==> config.mk <==
export PLATFORM = sky130hd
export DESIGN_NAME = isr_status_top
export DESIGN_NICKNAME = d
export VERILOG_FILES = /design/src/rtl/isr_pkg.sv /design/src/rtl/isr_test_running_flag.sv /design/src/rtl/isr_status_top.sv
export VERILOG_INCLUDE_DIRS = /design/src /design/src/rtl
export SDC_FILE = /design/constraint.sdc
export NUM_CORES = 1
export LEC_CHECK = 0
export ABC_AREA = 1
export BUFFER_PORTS_ARGS = -buffer_cell sky130_fd_sc_hd__buf_4
export CORE_MARGIN = 4
export CORE_UTILIZATION = 35
export CTS_CLUSTER_DIAMETER = 40
export DETAILED_ROUTE_END_ITERATION = 8
export GPL_TIMING_DRIVEN = 0
export PLACE_DENSITY = 0.68
export SLEW_MARGIN = 40
export SYNTH_ARGS = -nofsm -noshare
export SYNTH_HDL_FRONTEND = slang
export SYNTH_SLANG_ARGS = --single-unit
==> constraint.sdc <==
create_clock -name sys_clk -period 0.9 [get_ports sys_clk]
set_input_delay 0.18 -clock sys_clk [delete_from_list [all_inputs] [get_ports sys_clk]]
set_output_delay 0.18 -clock sys_clk [all_outputs]
set_load 0.03 [all_outputs]
==> src/rtl/isr_cfg.svh <==
// Purpose: Offsets-free constants for the status reporting block
// Assumes: Single 20 MHz clock, synchronous active-high reset
// Notes: Bit positions, reset values and the restart gap length
`ifndef ISR_CFG_SVH
`define ISR_CFG_SVH
// Status byte bit positions
`define ISR_STB_ERRQ_BIT 2
`define ISR_STB_DOUBT_BIT 3
`define ISR_STB_MAV_BIT 4
`define ISR_STB_ESB_BIT 5
`define ISR_STB_RQS_BIT 6
`define ISR_STB_ACTIVITY_SUMMARY_BIT 7
// Standard event bit positions
`define ISR_SE_OPC_BIT 0
`define ISR_SE_DDE_BIT 3
`define ISR_SE_EXE_BIT 4
`define ISR_SE_CME_BIT 5
`define ISR_SE_PON_BIT 7
// Operation activity bit positions
`define ISR_OP_TUB_BIT 3
`define ISR_OP_TEST_RUNNING_BIT 4
`define ISR_OP_PAM_BIT 6
`define ISR_OP_AAD_BIT 7
`define ISR_OP_ASE_BIT 8
`define ISR_OP_EMM_BIT 9
`define ISR_OP_EDI_BIT 10
`define ISR_OP_PATTERN_LOAD_BUSY_BIT 11
`define ISR_OP_INI_BIT 12
// Reset values
`define ISR_SE_RESET 8'h80
`define ISR_EN8_RESET 8'h00
`define ISR_EN16_RESET 16'h0000
// Gap held low on measure restart, in cycles
`define ISR_TEST_RUNNING_GAP_CYC 1
`endif

==> src/rtl/isr_pkg.sv <==
// Purpose: Types for the status reporting block
// Assumes: Header supplies bit positions and reset values; state codes are set here
// Notes: Nothing here is imported; use isr_pkg::name
package isr_pkg;
  // Measure flag tracker states
  typedef enum logic [2:0] {
    ISR_M_IDLE = 3'b001,
    ISR_M_GAP = 3'b010,
    ISR_M_RUN = 3'b100
  } isr_test_running_e;
  // Tracker state
  typedef struct packed {
    isr_test_running_e st;
    logic flag;
  } isr_test_running_s;
  // Main block state
  typedef struct packed {
    logic [7:0] std_event;
    logic [7:0] std_enable;
    logic [7:0] srq_enable;
    logic [15:0] op_enable;
    logic [6:0] poll_byte;
    logic poll_rqs;
    logic [7:0] query_byte;
    logic [7:0] esr_data;
    logic esr_valid;
    logic srq_line;
  } isr_main_s;
endpackage

==> src/rtl/isr_test_running_flag.sv <==
// Purpose: Port-measuring busy flag with restart dip
// Assumes: start and restart are one-cycle pulses, stop ends it
// Notes: Restart drops the flag for a short gap, then raises it
`include "isr_cfg.svh"
module isr_test_running_flag (
  input wire logic sys_clk,
  input wire logic rst,
  input wire logic test_running_start,
  input wire logic test_running_stop,
  output logic test_running
);
  // Registered state and its next copy
  isr_pkg::isr_test_running_s q;
  isr_pkg::isr_test_running_s next_q;

  // Next state logic
  always_comb begin
    next_q = q;
    case (q.st)
      isr_pkg::ISR_M_IDLE: begin
        if (test_running_start) begin
          next_q.st = isr_pkg::ISR_M_RUN;
          next_q.flag = 1'b1;
        end
      end
      isr_pkg::ISR_M_RUN: begin
        if (test_running_stop) begin
          next_q.st = isr_pkg::ISR_M_IDLE;
          next_q.flag = 1'b0;
        end else if (test_running_start) begin
          next_q.st = isr_pkg::ISR_M_GAP;
          next_q.flag = 1'b0;
        end
      end
      isr_pkg::ISR_M_GAP: begin
        // Gap lasts one cycle, then flag returns
        next_q.st = isr_pkg::ISR_M_RUN;
        next_q.flag = 1'b1;
        if (test_running_stop) begin
          next_q.st = isr_pkg::ISR_M_IDLE;
          next_q.flag = 1'b0;
        end
      end
      default: begin
        next_q.st = isr_pkg::ISR_M_IDLE;
        next_q.flag = 1'b0;
      end
    endcase
  end

  // State register
  always_ff @(posedge sys_clk) begin
    if (rst) begin
      q <= '{st: isr_pkg::ISR_M_IDLE, flag: 1'b0};
    end else begin
      q <= next_q;
    end
  end

  assign test_running = q.flag;

  AST_TEST_RUNNING_DIP: assert property (@(posedge sys_clk) disable iff (rst)
    (q.flag && test_running_start && !test_running_stop) |=> !test_running ##1 (test_running || $past(test_running_stop)))
    else $error("Measure flag did not dip on restart");
  AST_TEST_RUNNING_RISE: assert property (@(posedge sys_clk) disable iff (rst)
    (q.st == isr_pkg::ISR_M_IDLE && test_running_start) |=> test_running)
    else $error("Measure flag did not rise at start");
  COV_TEST_RUNNING_RESTART: cover property (@(posedge sys_clk) disable iff (rst)
    q.flag && test_running_start);
endmodule

==> src/rtl/isr_status_top.sv <==
// Purpose: Status byte, standard event and operation activity reporting
// Assumes: Inputs synchronous to sys_clk; one command strobe per cycle
// Notes: Enable registers written through strobes with data; no bus
`include "isr_cfg.svh"
// How it works
// - request flag when byte AND enable nonzero
// - request flag sits at status bit 6
// - five latched events ORed into summary
// - event summary sits at status bit 5
// - bit 2 set while error queue nonempty
// - bit 3 doubtful summary, held zero
// - bit 4 set when output message waits
// - serial poll returns seven bits plus request
// - query puts master summary at bit 6
// - bit 7 carries activity summary
// - event bit 0 done, bit 7 power-up
// - bits 5,4,3 command, run, device faults
// - activity bits 3,4,6,7 busy flags
// - activity bits 8 to 12 busy flags
// - measuring flag rises, dips on restart
// - event query read clears all bits except events set in that same cycle
module isr_status_top (
  input wire logic sys_clk,
  input wire logic rst,
  input wire logic error_backlog_flag,
  input wire logic message_available,
  input wire logic all_ops_done,
  input wire logic device_specific_fault,
  input wire logic run_fault,
  input wire logic command_error,
  input wire logic tub_curve_busy,
  input wire logic test_running_start,
  input wire logic test_running_stop,
  input wire logic four_level_ber_busy,
  input wire logic auto_tune_busy,
  input wire logic auto_seek_busy,
  input wire logic eye_margin_busy,
  input wire logic eye_outline_busy,
  input wire logic pattern_load_busy,
  input wire logic startup_busy,
  input wire logic srq_enable_wr,
  input wire logic std_enable_wr,
  input wire logic op_enable_wr,
  input wire logic [15:0] wr_data,
  input wire logic esr_read,
  output logic [6:0] poll_byte,
  output logic poll_rqs,
  output logic [7:0] status_byte,
  output logic [7:0] standard_event_latch,
  output logic esr_valid,
  output logic [15:0] operation_activity_status,
  output logic [7:0] srq_enable,
  output logic [7:0] std_enable,
  output logic [15:0] op_enable,
  output logic service_request
);
  // Full state and its next copy
  isr_pkg::isr_main_s q;
  isr_pkg::isr_main_s next_q;
  // Measure flag from the tracker
  logic test_running;
  // Live activity vector
  logic [15:0] activity;
  // Registered activity vector
  logic [15:0] activity_q;
  // Live summaries
  logic [7:0] stb_core;
  logic master_summary;

  // Masked OR of two bytes
  function automatic logic masked_any8(input logic [7:0] a, input logic [7:0] m);
    masked_any8 = |(a & m);
  endfunction

  // Port measuring flag tracker
  isr_test_running_flag u_test_running (
    .sys_clk(sys_clk),
    .rst(rst),
    .test_running_start(test_running_start),
    .test_running_stop(test_running_stop),
    .test_running(test_running)
  );

  // Activity vector assembly
  always_comb begin
    activity = 16'h0000;
    activity[`ISR_OP_TUB_BIT] = tub_curve_busy;
    activity[`ISR_OP_TEST_RUNNING_BIT] = test_running;
    activity[`ISR_OP_PAM_BIT] = four_level_ber_busy;
    activity[`ISR_OP_AAD_BIT] = auto_tune_busy;
    activity[`ISR_OP_ASE_BIT] = auto_seek_busy;
    activity[`ISR_OP_EMM_BIT] = eye_margin_busy;
    activity[`ISR_OP_EDI_BIT] = eye_outline_busy;
    activity[`ISR_OP_PATTERN_LOAD_BUSY_BIT] = pattern_load_busy;
    activity[`ISR_OP_INI_BIT] = startup_busy;
  end

  // Status byte core without bit 6
  always_comb begin
    stb_core = 8'h00;
    stb_core[`ISR_STB_ERRQ_BIT] = error_backlog_flag;
    stb_core[`ISR_STB_DOUBT_BIT] = 1'b0;
    stb_core[`ISR_STB_MAV_BIT] = message_available;
    stb_core[`ISR_STB_ESB_BIT] = masked_any8(q.std_event, q.std_enable);
    stb_core[`ISR_STB_ACTIVITY_SUMMARY_BIT] = |(activity_q & q.op_enable);
    master_summary = masked_any8(stb_core, q.srq_enable);
  end

  // Next state logic
  always_comb begin
    next_q = q;
    // Enable register writes
    if (srq_enable_wr) begin
      next_q.srq_enable = wr_data[7:0];
    end
    if (std_enable_wr) begin
      next_q.std_enable = wr_data[7:0];
    end
    if (op_enable_wr) begin
      next_q.op_enable = wr_data;
    end
    // Query read returns value, then clears
    next_q.esr_valid = esr_read;
    if (esr_read) begin
      next_q.esr_data = q.std_event;
      next_q.std_event = 8'h00;
    end
    // done event, set wins over clear
    if (all_ops_done) begin
      next_q.std_event[`ISR_SE_OPC_BIT] = 1'b1;
    end
    // fault events, set wins over clear
    if (device_specific_fault) begin
      next_q.std_event[`ISR_SE_DDE_BIT] = 1'b1;
    end
    if (run_fault) begin
      next_q.std_event[`ISR_SE_EXE_BIT] = 1'b1;
    end
    if (command_error) begin
      next_q.std_event[`ISR_SE_CME_BIT] = 1'b1;
    end
    next_q.poll_byte = {stb_core[7], stb_core[5:0]};
    next_q.poll_rqs = master_summary;
    next_q.query_byte = stb_core | (master_summary ? 8'h40 : 8'h00);
    next_q.srq_line = master_summary;
  end

  // State registers
  always_ff @(posedge sys_clk) begin
    if (rst) begin
      q.std_event <= `ISR_SE_RESET;
      q.std_enable <= `ISR_EN8_RESET;
      q.srq_enable <= `ISR_EN8_RESET;
      q.op_enable <= `ISR_EN16_RESET;
      q.poll_byte <= 7'h00;
      q.poll_rqs <= 1'b0;
      q.query_byte <= 8'h00;
      q.esr_data <= 8'h00;
      q.esr_valid <= 1'b0;
      q.srq_line <= 1'b0;
      activity_q <= 16'h0000;
    end else begin
      q <= next_q;
      activity_q <= activity;
    end
  end

  // Outputs straight from flip-flops
  assign poll_byte = q.poll_byte;
  assign poll_rqs = q.poll_rqs;
  assign status_byte = q.query_byte;
  assign standard_event_latch = q.esr_data;
  assign esr_valid = q.esr_valid;
  assign operation_activity_status = activity_q;
  assign srq_enable = q.srq_enable;
  assign std_enable = q.std_enable;
  assign op_enable = q.op_enable;
  assign service_request = q.srq_line;

  // Output and event register checks on the system clock

  AST_RQS_FOLLOWS: assert property (@(posedge sys_clk) disable iff (rst)
    ##1 poll_rqs == |(status_byte & 8'hBF & $past(srq_enable)))
    else $error("Request flag wrong");

  AST_QUERY_BIT6: assert property (@(posedge sys_clk) disable iff (rst)
    status_byte[6] == poll_rqs)
    else $error("Query bit 6 differs from request flag");

  AST_ERRQ_BIT: assert property (@(posedge sys_clk) disable iff (rst)
    error_backlog_flag |=> status_byte[2])
    else $error("Error queue bit not set");

  AST_ERRQ_CLR: assert property (@(posedge sys_clk) disable iff (rst)
    !error_backlog_flag |=> !status_byte[2])
    else $error("Error queue bit stuck high");

  AST_DOUBT_ZERO: assert property (@(posedge sys_clk) disable iff (rst)
    !status_byte[3])
    else $error("Doubtful summary not zero");

  AST_MAV_BIT: assert property (@(posedge sys_clk) disable iff (rst)
    message_available |=> status_byte[4] && poll_byte[4])
    else $error("Message bit not set");

  AST_MAV_CLR: assert property (@(posedge sys_clk) disable iff (rst)
    !message_available |=> !status_byte[4])
    else $error("Message bit stuck high");

  AST_ESB_BIT: assert property (@(posedge sys_clk) disable iff (rst)
    ##1 status_byte[5] == $past(|(q.std_event & q.std_enable)))
    else $error("Event summary wrong");

  AST_PON_RESET: assert property (@(posedge sys_clk) disable iff (rst)
    $fell(rst) |-> q.std_event[`ISR_SE_PON_BIT])
    else $error("Power-up event missing after reset");

  AST_OPC_SET: assert property (@(posedge sys_clk) disable iff (rst)
    all_ops_done |=> q.std_event[`ISR_SE_OPC_BIT])
    else $error("Done event not latched");

  AST_DDE_SET: assert property (@(posedge sys_clk) disable iff (rst)
    device_specific_fault |=> q.std_event[`ISR_SE_DDE_BIT])
    else $error("Device fault not latched");

  AST_EXE_SET: assert property (@(posedge sys_clk) disable iff (rst)
    run_fault |=> q.std_event[`ISR_SE_EXE_BIT])
    else $error("Run fault not latched");

  AST_CME_SET: assert property (@(posedge sys_clk) disable iff (rst)
    command_error |=> q.std_event[5])
    else $error("Command error not latched");

  AST_ESR_CLEAR: assert property (@(posedge sys_clk) disable iff (rst)
    (esr_read && !all_ops_done && !device_specific_fault && !run_fault && !command_error)
    |=> q.std_event == 8'h00 && esr_valid && standard_event_latch == $past(q.std_event))
    else $error("Event read did not clear");

  AST_ESR_PULSE: assert property (@(posedge sys_clk) disable iff (rst)
    ##1 esr_valid == $past(esr_read))
    else $error("Event read valid pulse wrong");

  AST_SRQ_EN_WR: assert property (@(posedge sys_clk) disable iff (rst)
    srq_enable_wr |=> srq_enable == $past(wr_data[7:0]))
    else $error("Request enable not written");

  AST_OP_EN_WR: assert property (@(posedge sys_clk) disable iff (rst)
    op_enable_wr |=> op_enable == $past(wr_data))
    else $error("Activity enable not written");

  AST_ACTIVITY_SUMMARY_SUM: assert property (@(posedge sys_clk) disable iff (rst)
    (|(activity & q.op_enable) && !op_enable_wr) |=> ##1 status_byte[7])
    else $error("Activity summary missing");

  AST_ACT_MAP: assert property (@(posedge sys_clk) disable iff (rst)
    startup_busy |=> operation_activity_status[12])
    else $error("Startup busy not shown");

  AST_PAM_MAP: assert property (@(posedge sys_clk) disable iff (rst)
    four_level_ber_busy |=> operation_activity_status[`ISR_OP_PAM_BIT])
    else $error("Four-level busy not shown");

  AST_TEST_RUNNING_MAP: assert property (@(posedge sys_clk) disable iff (rst)
    test_running |=> operation_activity_status[`ISR_OP_TEST_RUNNING_BIT])
    else $error("Measuring flag not shown");

  AST_ACT_UNUSED: assert property (@(posedge sys_clk) disable iff (rst)
    (operation_activity_status & 16'hE027) == 16'h0000)
    else $error("Unused activity bit set");

  // Main scenario covers
  COV_SRQ: cover property (@(posedge sys_clk) disable iff (rst) service_request);
  COV_ESR_READ: cover property (@(posedge sys_clk) disable iff (rst) esr_read && q.std_event != 8'h00);
  COV_ACTIVITY_SUMMARY: cover property (@(posedge sys_clk) disable iff (rst) status_byte[7]);
endmodule

# After elaboration in Yosys (flattened, before gate mapping)
# Cells that the tools add are included.
[op_classes] n_eq_ne=5 muxes=11 n_reduce_logical=8 bitwise_logic=4
[ops] op="AND 16 bit" count=1
[ops] op="AND 8 bit" count=2
[ops] op="2-to-1 mux 4 bit" count=4
[ops] op="OR reduction 16 bit" count=1
[ops] op="OR reduction 8 bit" count=2
[ops] op="one-hot mux 4 bit (3 select lines)" count=1
[ops] op="OR 8 x 7 -> 8 bit" count=1
[ops] op="nonzero test 2 bit" count=4
[ops] op="2-to-1 mux 7 bit" count=1
[ops] op="2-to-1 mux 6 bit" count=1
[ops] op="2-to-1 mux 1 bit" count=4
[ops] op="== test 3 x 1 -> 1 bit (second input constant)" count=1
[ops] op="== test 3 x 2 -> 1 bit (second input constant)" count=1
[ops] op="== test 3 bit (second input constant)" count=1
[ops] op="!= test 3 bit (second input constant)" count=1
[ops] op="!= test 2 bit (second input constant)" count=1
[ops] op="AND reduction 2 bit" count=1
[totals] reg_bits=79 out_inout_bits=74 in_bits=38 word_cells=46

# Longest topological paths before layout
[logic_depth] ltp_word=6 depth_mapped=6 ltp_nobuf=6

# Cells and area by module
# Synthesis repeated with hierarchy kept, for this count alone.
[unflattened] cells_unflattened=339 area_unflattened_um2=2622.5
[by_module_without_submodules] mod="isr_status_top" instances=1 cells_per_inst=314 area_per_inst_um2=2467.4 seq_area_each_um2=1141.1
[by_module_without_submodules] mod="isr_test_running_flag" instances=1 cells_per_inst=25 area_per_inst_um2=155.1 seq_area_each_um2=60.1

# Least setup slack after synthesis
# No wires, ideal clock.
[synth_path] path_type="reg2reg" start="register activity_q[10], in the netlist operation_activity_status[10]" end="register q, in the netlist status_byte[6]" required_time_ns=0.788 path_buffers=0 t_arrival_ns=0.819 setup_ns=0.112 path_stages_with_launch=7 setup_slack_ns=-0.032 synth_period_minus_slack_ns=0.932 path_cell_list="dfxtp_1 > nand2_1 > nand2_1 > nor2_1 > nand3_1 > nand3_1 > nand2_1"
[synth_between] elab_chain_len=6
[synth_lines] element="from (decl)" line_no="isr_status_top.sv:65" rtl="logic [15:0] activity_q;"
[synth_lines] element="from (signal assigned)" line_no="isr_status_top.sv:164" rtl="activity_q <= activity;"
[synth_lines] element="AND 16 bit" line_no="isr_status_top.sv:105" rtl="stb_core[`ISR_STB_ACTIVITY_SUMMARY_BIT] = |(activity_q & q.op_enable);"
[synth_lines] element="OR reduction 16 bit" line_no="isr_status_top.sv:105"
[synth_lines] element="AND 8 bit" line_no="isr_status_top.sv:72" rtl="masked_any8 = |(a & m);"
[synth_lines] element="OR reduction 8 bit" line_no="isr_status_top.sv:72"
[synth_lines] element="2-to-1 mux 7 bit" line_no="isr_status_top.sv:144" rtl="next_q.query_byte = stb_core | (master_summary ? 8'h40 : 8'h00);"
[synth_lines] element="OR 8 x 7 -> 8 bit" line_no="isr_status_top.sv:144"
[synth_lines] element="to (signal assigned)" line_no="isr_status_top.sv:163" rtl="q <= next_q;"
[synth_lines] element="to (decl)" line_no="isr_status_top.sv:58" rtl="isr_pkg::isr_main_s q;"
# No other way between the ends.
# A chain may end at the register's enable or synchronous reset.

# Final worst setup path
[layout_path] start="register q, in the netlist status_byte[6]" end="output status_byte[6]"
[layout_lines] element="to (decl)" line_no="isr_status_top.sv:48" rtl="output logic [7:0] status_byte,"
# No word-level cell between the ends.

==> flow_metrics.env <==
export IMPL_max_stage_delay_ns=0.34
export IMPL_violations="negative setup slack"
export IMPL_nets=476
export IMPL_p_per_area_mw_per_mm2=1755
export IMPL_fmax_mhz=922.4
export IMPL_dr_pass1_iters=4
export IMPL_synthTopCellsByArea="dfxtp_1, buf_4, nor2_1, o21ai_0, nand2_1"
export IMPL_path_common_cell="buf_6"
export IMPL_drt_initial_drc_count=68
export IMPL_cp_slowest_cell="dfxtp_2"
export IMPL_vdd_drop_max_mv=1.198
export IMPL_async_flop_share_pct=0
export IMPL_cts_path_max_buffers=2
export IMPL_numPortBuffers=94
export IMPL_die_y_um=94.44
export IMPL_syn_area_mm2=0.002615
export IMPL_maxCapViolCount=0
export IMPL_synth_mux_area_share_pct=0
export IMPL_grt_max_degree=11
export IMPL_yosysTopAreaCell="dfxtp_1"
export IMPL_synthAdderAreaFrac_pct=0
export IMPL_drive_gt1_share_pct=54.77
export IMPL_finalCritPeriodShare_pct=120.5
export IMPL_arrival_ns=0.90
export IMPL_mostFrequentLayoutCells="buf_6, nor2_1, buf_4, dfxtp_2, o21ai_0"
export IMPL_antenna_found_initial=0
export IMPL_routedWlPerCell_um=12.40
export IMPL_ios=112
export IMPL_syn_avg_cell_area_um2=7.806
export IMPL_start_util_pct=36.05
export IMPL_cts_root_buf="clkbuf_8"
export IMPL_clk_pin_slew_ns=0.06
export IMPL_fin_crit_ns=1.084
export IMPL_drc=0
export IMPL_hpwl_um=4843
export IMPL_crit_family="flip-flops"
export IMPL_synth_top_area_share_pct=45.93
export IMPL_seq_area_mm2=0.001272
export IMPL_fp_row_count=31
export IMPL_reg2reg_slack_ns=-0.12
export IMPL_required_ns=0.72
export IMPL_final_antenna_net_count=0
export IMPL_synth_compound_area_share_pct=10.19
export IMPL_crit_path_cell_trace="buf_6, buf_6"
export IMPL_status="complete, but fails checks"
export IMPL_routed_wl_um=6685
export IMPL_fin_util_pct=55.68
export IMPL_multi_input_area_um2=909.6
export IMPL_synth_flop_cell="dfxtp_1"
export IMPL_clkSinkCount=60
export IMPL_antennaDiodeCount=0
export IMPL_place_inst=543
export IMPL_routabilityCongestion=0.8111
export IMPL_mostFrequentLayoutCell="buf_6"
export IMPL_fillerInstances=688
export IMPL_crit_buf_inv=2
export IMPL_grt_pass1_wl_um=10640
export IMPL_placed_cell_area_mm2=0.003511
export IMPL_rsz0062_at_grt="yes"
export IMPL_hold_violations=0
export IMPL_fin_ws_ns=-0.1841
export IMPL_ys_ff_latch=60
export IMPL_vias=2294
export IMPL_clk_latency_ns=0.33
export IMPL_p_leak_uw=0.002020
export IMPL_endpoint_kind="output port"
export IMPL_synth_top_family_by_area="buffers and inverters"
export IMPL_yosys_warnings=0
export IMPL_maxSlewViolCount=0
export IMPL_synth_xor_area_share_pct=0
export IMPL_start_kind="flop"
export IMPL_overflow=0
export IMPL_cts_buffers=9
export IMPL_cp_max_fo=3
export IMPL_clock_skew_ns=0.007779
export IMPL_synthCells=335
export IMPL_final_area_mm2=0.004039
export IMPL_setup_viol=61
export IMPL_syn_to_final_growth_pct=54.45
export IMPL_path_class="reg -> out"
export IMPL_die_area_mm2=0.008918
export IMPL_coreArea_mm2=0.007253
export IMPL_synth_edf_count=0
export IMPL_htreeDepth=3
export IMPL_ys_seq_area_share_pct=45.93
export IMPL_yosysUniqueCellTypes=23
export IMPL_final_cells=539
export IMPL_synthSimpleGateAreaFrac_pct=18.85
export IMPL_via_per_inst=4.256
export IMPL_grt_pass1_vias=2255
export IMPL_holdCritPathClass="in -> reg"
export IMPL_die_w_um=94.44
export IMPL_cts_tree="done"
export IMPL_grt_use_total_pct=15.48
registers in the layout, indices dropped and copies added (netlist names):
| register | count |
|---|---|
| srq_enable | 8 |
| operation_activity_status | 9 |
| esr_valid | 1 |
| u_test_running.test_running | 1 |
| op_enable | 16 |
| u_test_running.q | 2 |
| status_byte | 2 |
| std_enable | 8 |
| poll_byte | 3 |
| standard_event_latch | 5 |
| q | 5 |
cell usage after synthesis, types with 2 or more instances:
cell and number:
buf_6 3, o21ai_1 2, inv_2 2, dfxtp_1 60
o21ai_0 35, buf_4 67, inv_1 22, nand3_1 6
nand2_1 29, buf_2 3, nor2_1 88, a21oi_1 7
metal layers:
metal	wire length (um)	global-route usage, %
met1	2735	17.44
met2	3282	25.89
met3	588	7.410
met4	78	4.813
met5	0	0
worst register-to-register path, cell delays in order, from the launching register on:
cell and delay, ns:
dfxtp_2 0.34, buf_6 0.12, nand2_4 0.07, nand3_4 0.08
o21bai_1 0.13, nand2_1 0.08, nand2_1 0.06, nand2_1 0.04
worst paths after layout:
check | to | startpoint | cells after the start
worst max-delay path | status_byte[6] | status_byte[6] | 2
worst max register to register | status_byte[6] | std_enable[0] | 7
worst min-delay path | operation_activity_status[7] | auto_tune_busy | 3
worst min register to register | q[65] | q[65] | 2
final cells by class:
type / count / share of cell area [%]
Tap cell: 99 / 3.067
Timing Repair Buffer: 102 / 24.81
Clock inverter: 3 / 0.9913
Inverter: 25 / 2.633
Sequential cell: 60 / 31.51
Multi-Input combinational cell: 192 / 22.52
Clock buffer: 10 / 3.408
Buffer: 48 / 11.06
kinds of logic after synthesis:
| kind of cell | Yosys count |
|---|---|
| compound gates | 50 |
| simple gates | 126 |
| buf+inv | 98 |
| flops | 60 |
| other cells | 1 |
report_power, final:
| group | total [uW] | switching, uW | internal [uW] | leakage (uW) |
|---|---|---|---|---|
| combinational | 1780 | 938 | 847 | 0.00141 |
| sequential | 3060 | 172 | 2890 | 0.000515 |
| clock | 2240 | 943 | 1300 | 0.0000939 |
per-stage QoR:
| stage | hold slack [ns] | worst slack [ns] | setup TNS (ns) | total power, uW |
|---|---|---|---|---|
| 3_3_place_gp | 0.3807 | -0.05812 | -0.08533 | 4609 |
| 3_5_place_dp | 0.3851 | -0.05456 | -0.07345 | 4635 |
| 4_1_cts | 0.03144 | -0.2022 | -7.988 | 7069 |
| 5_1_grt | 0.03469 | -0.2257 | -9.480 | 7471 |
| 2_1_floorplan | 0.2796 | 0.0007487 | 0 | 4091 |
| 6_report | 0.04858 | -0.1841 | -6.572 | 7089 |
repair_timing:
item,CTS,global route
hold buffers,0,0
pin swaps,10,12
setup buffers,7,1
resized for setup,130,30
endpoints found under the setup margin,61,64
gates cloned,0,0
Note: power is estimated with default switching activity, not from simulation.
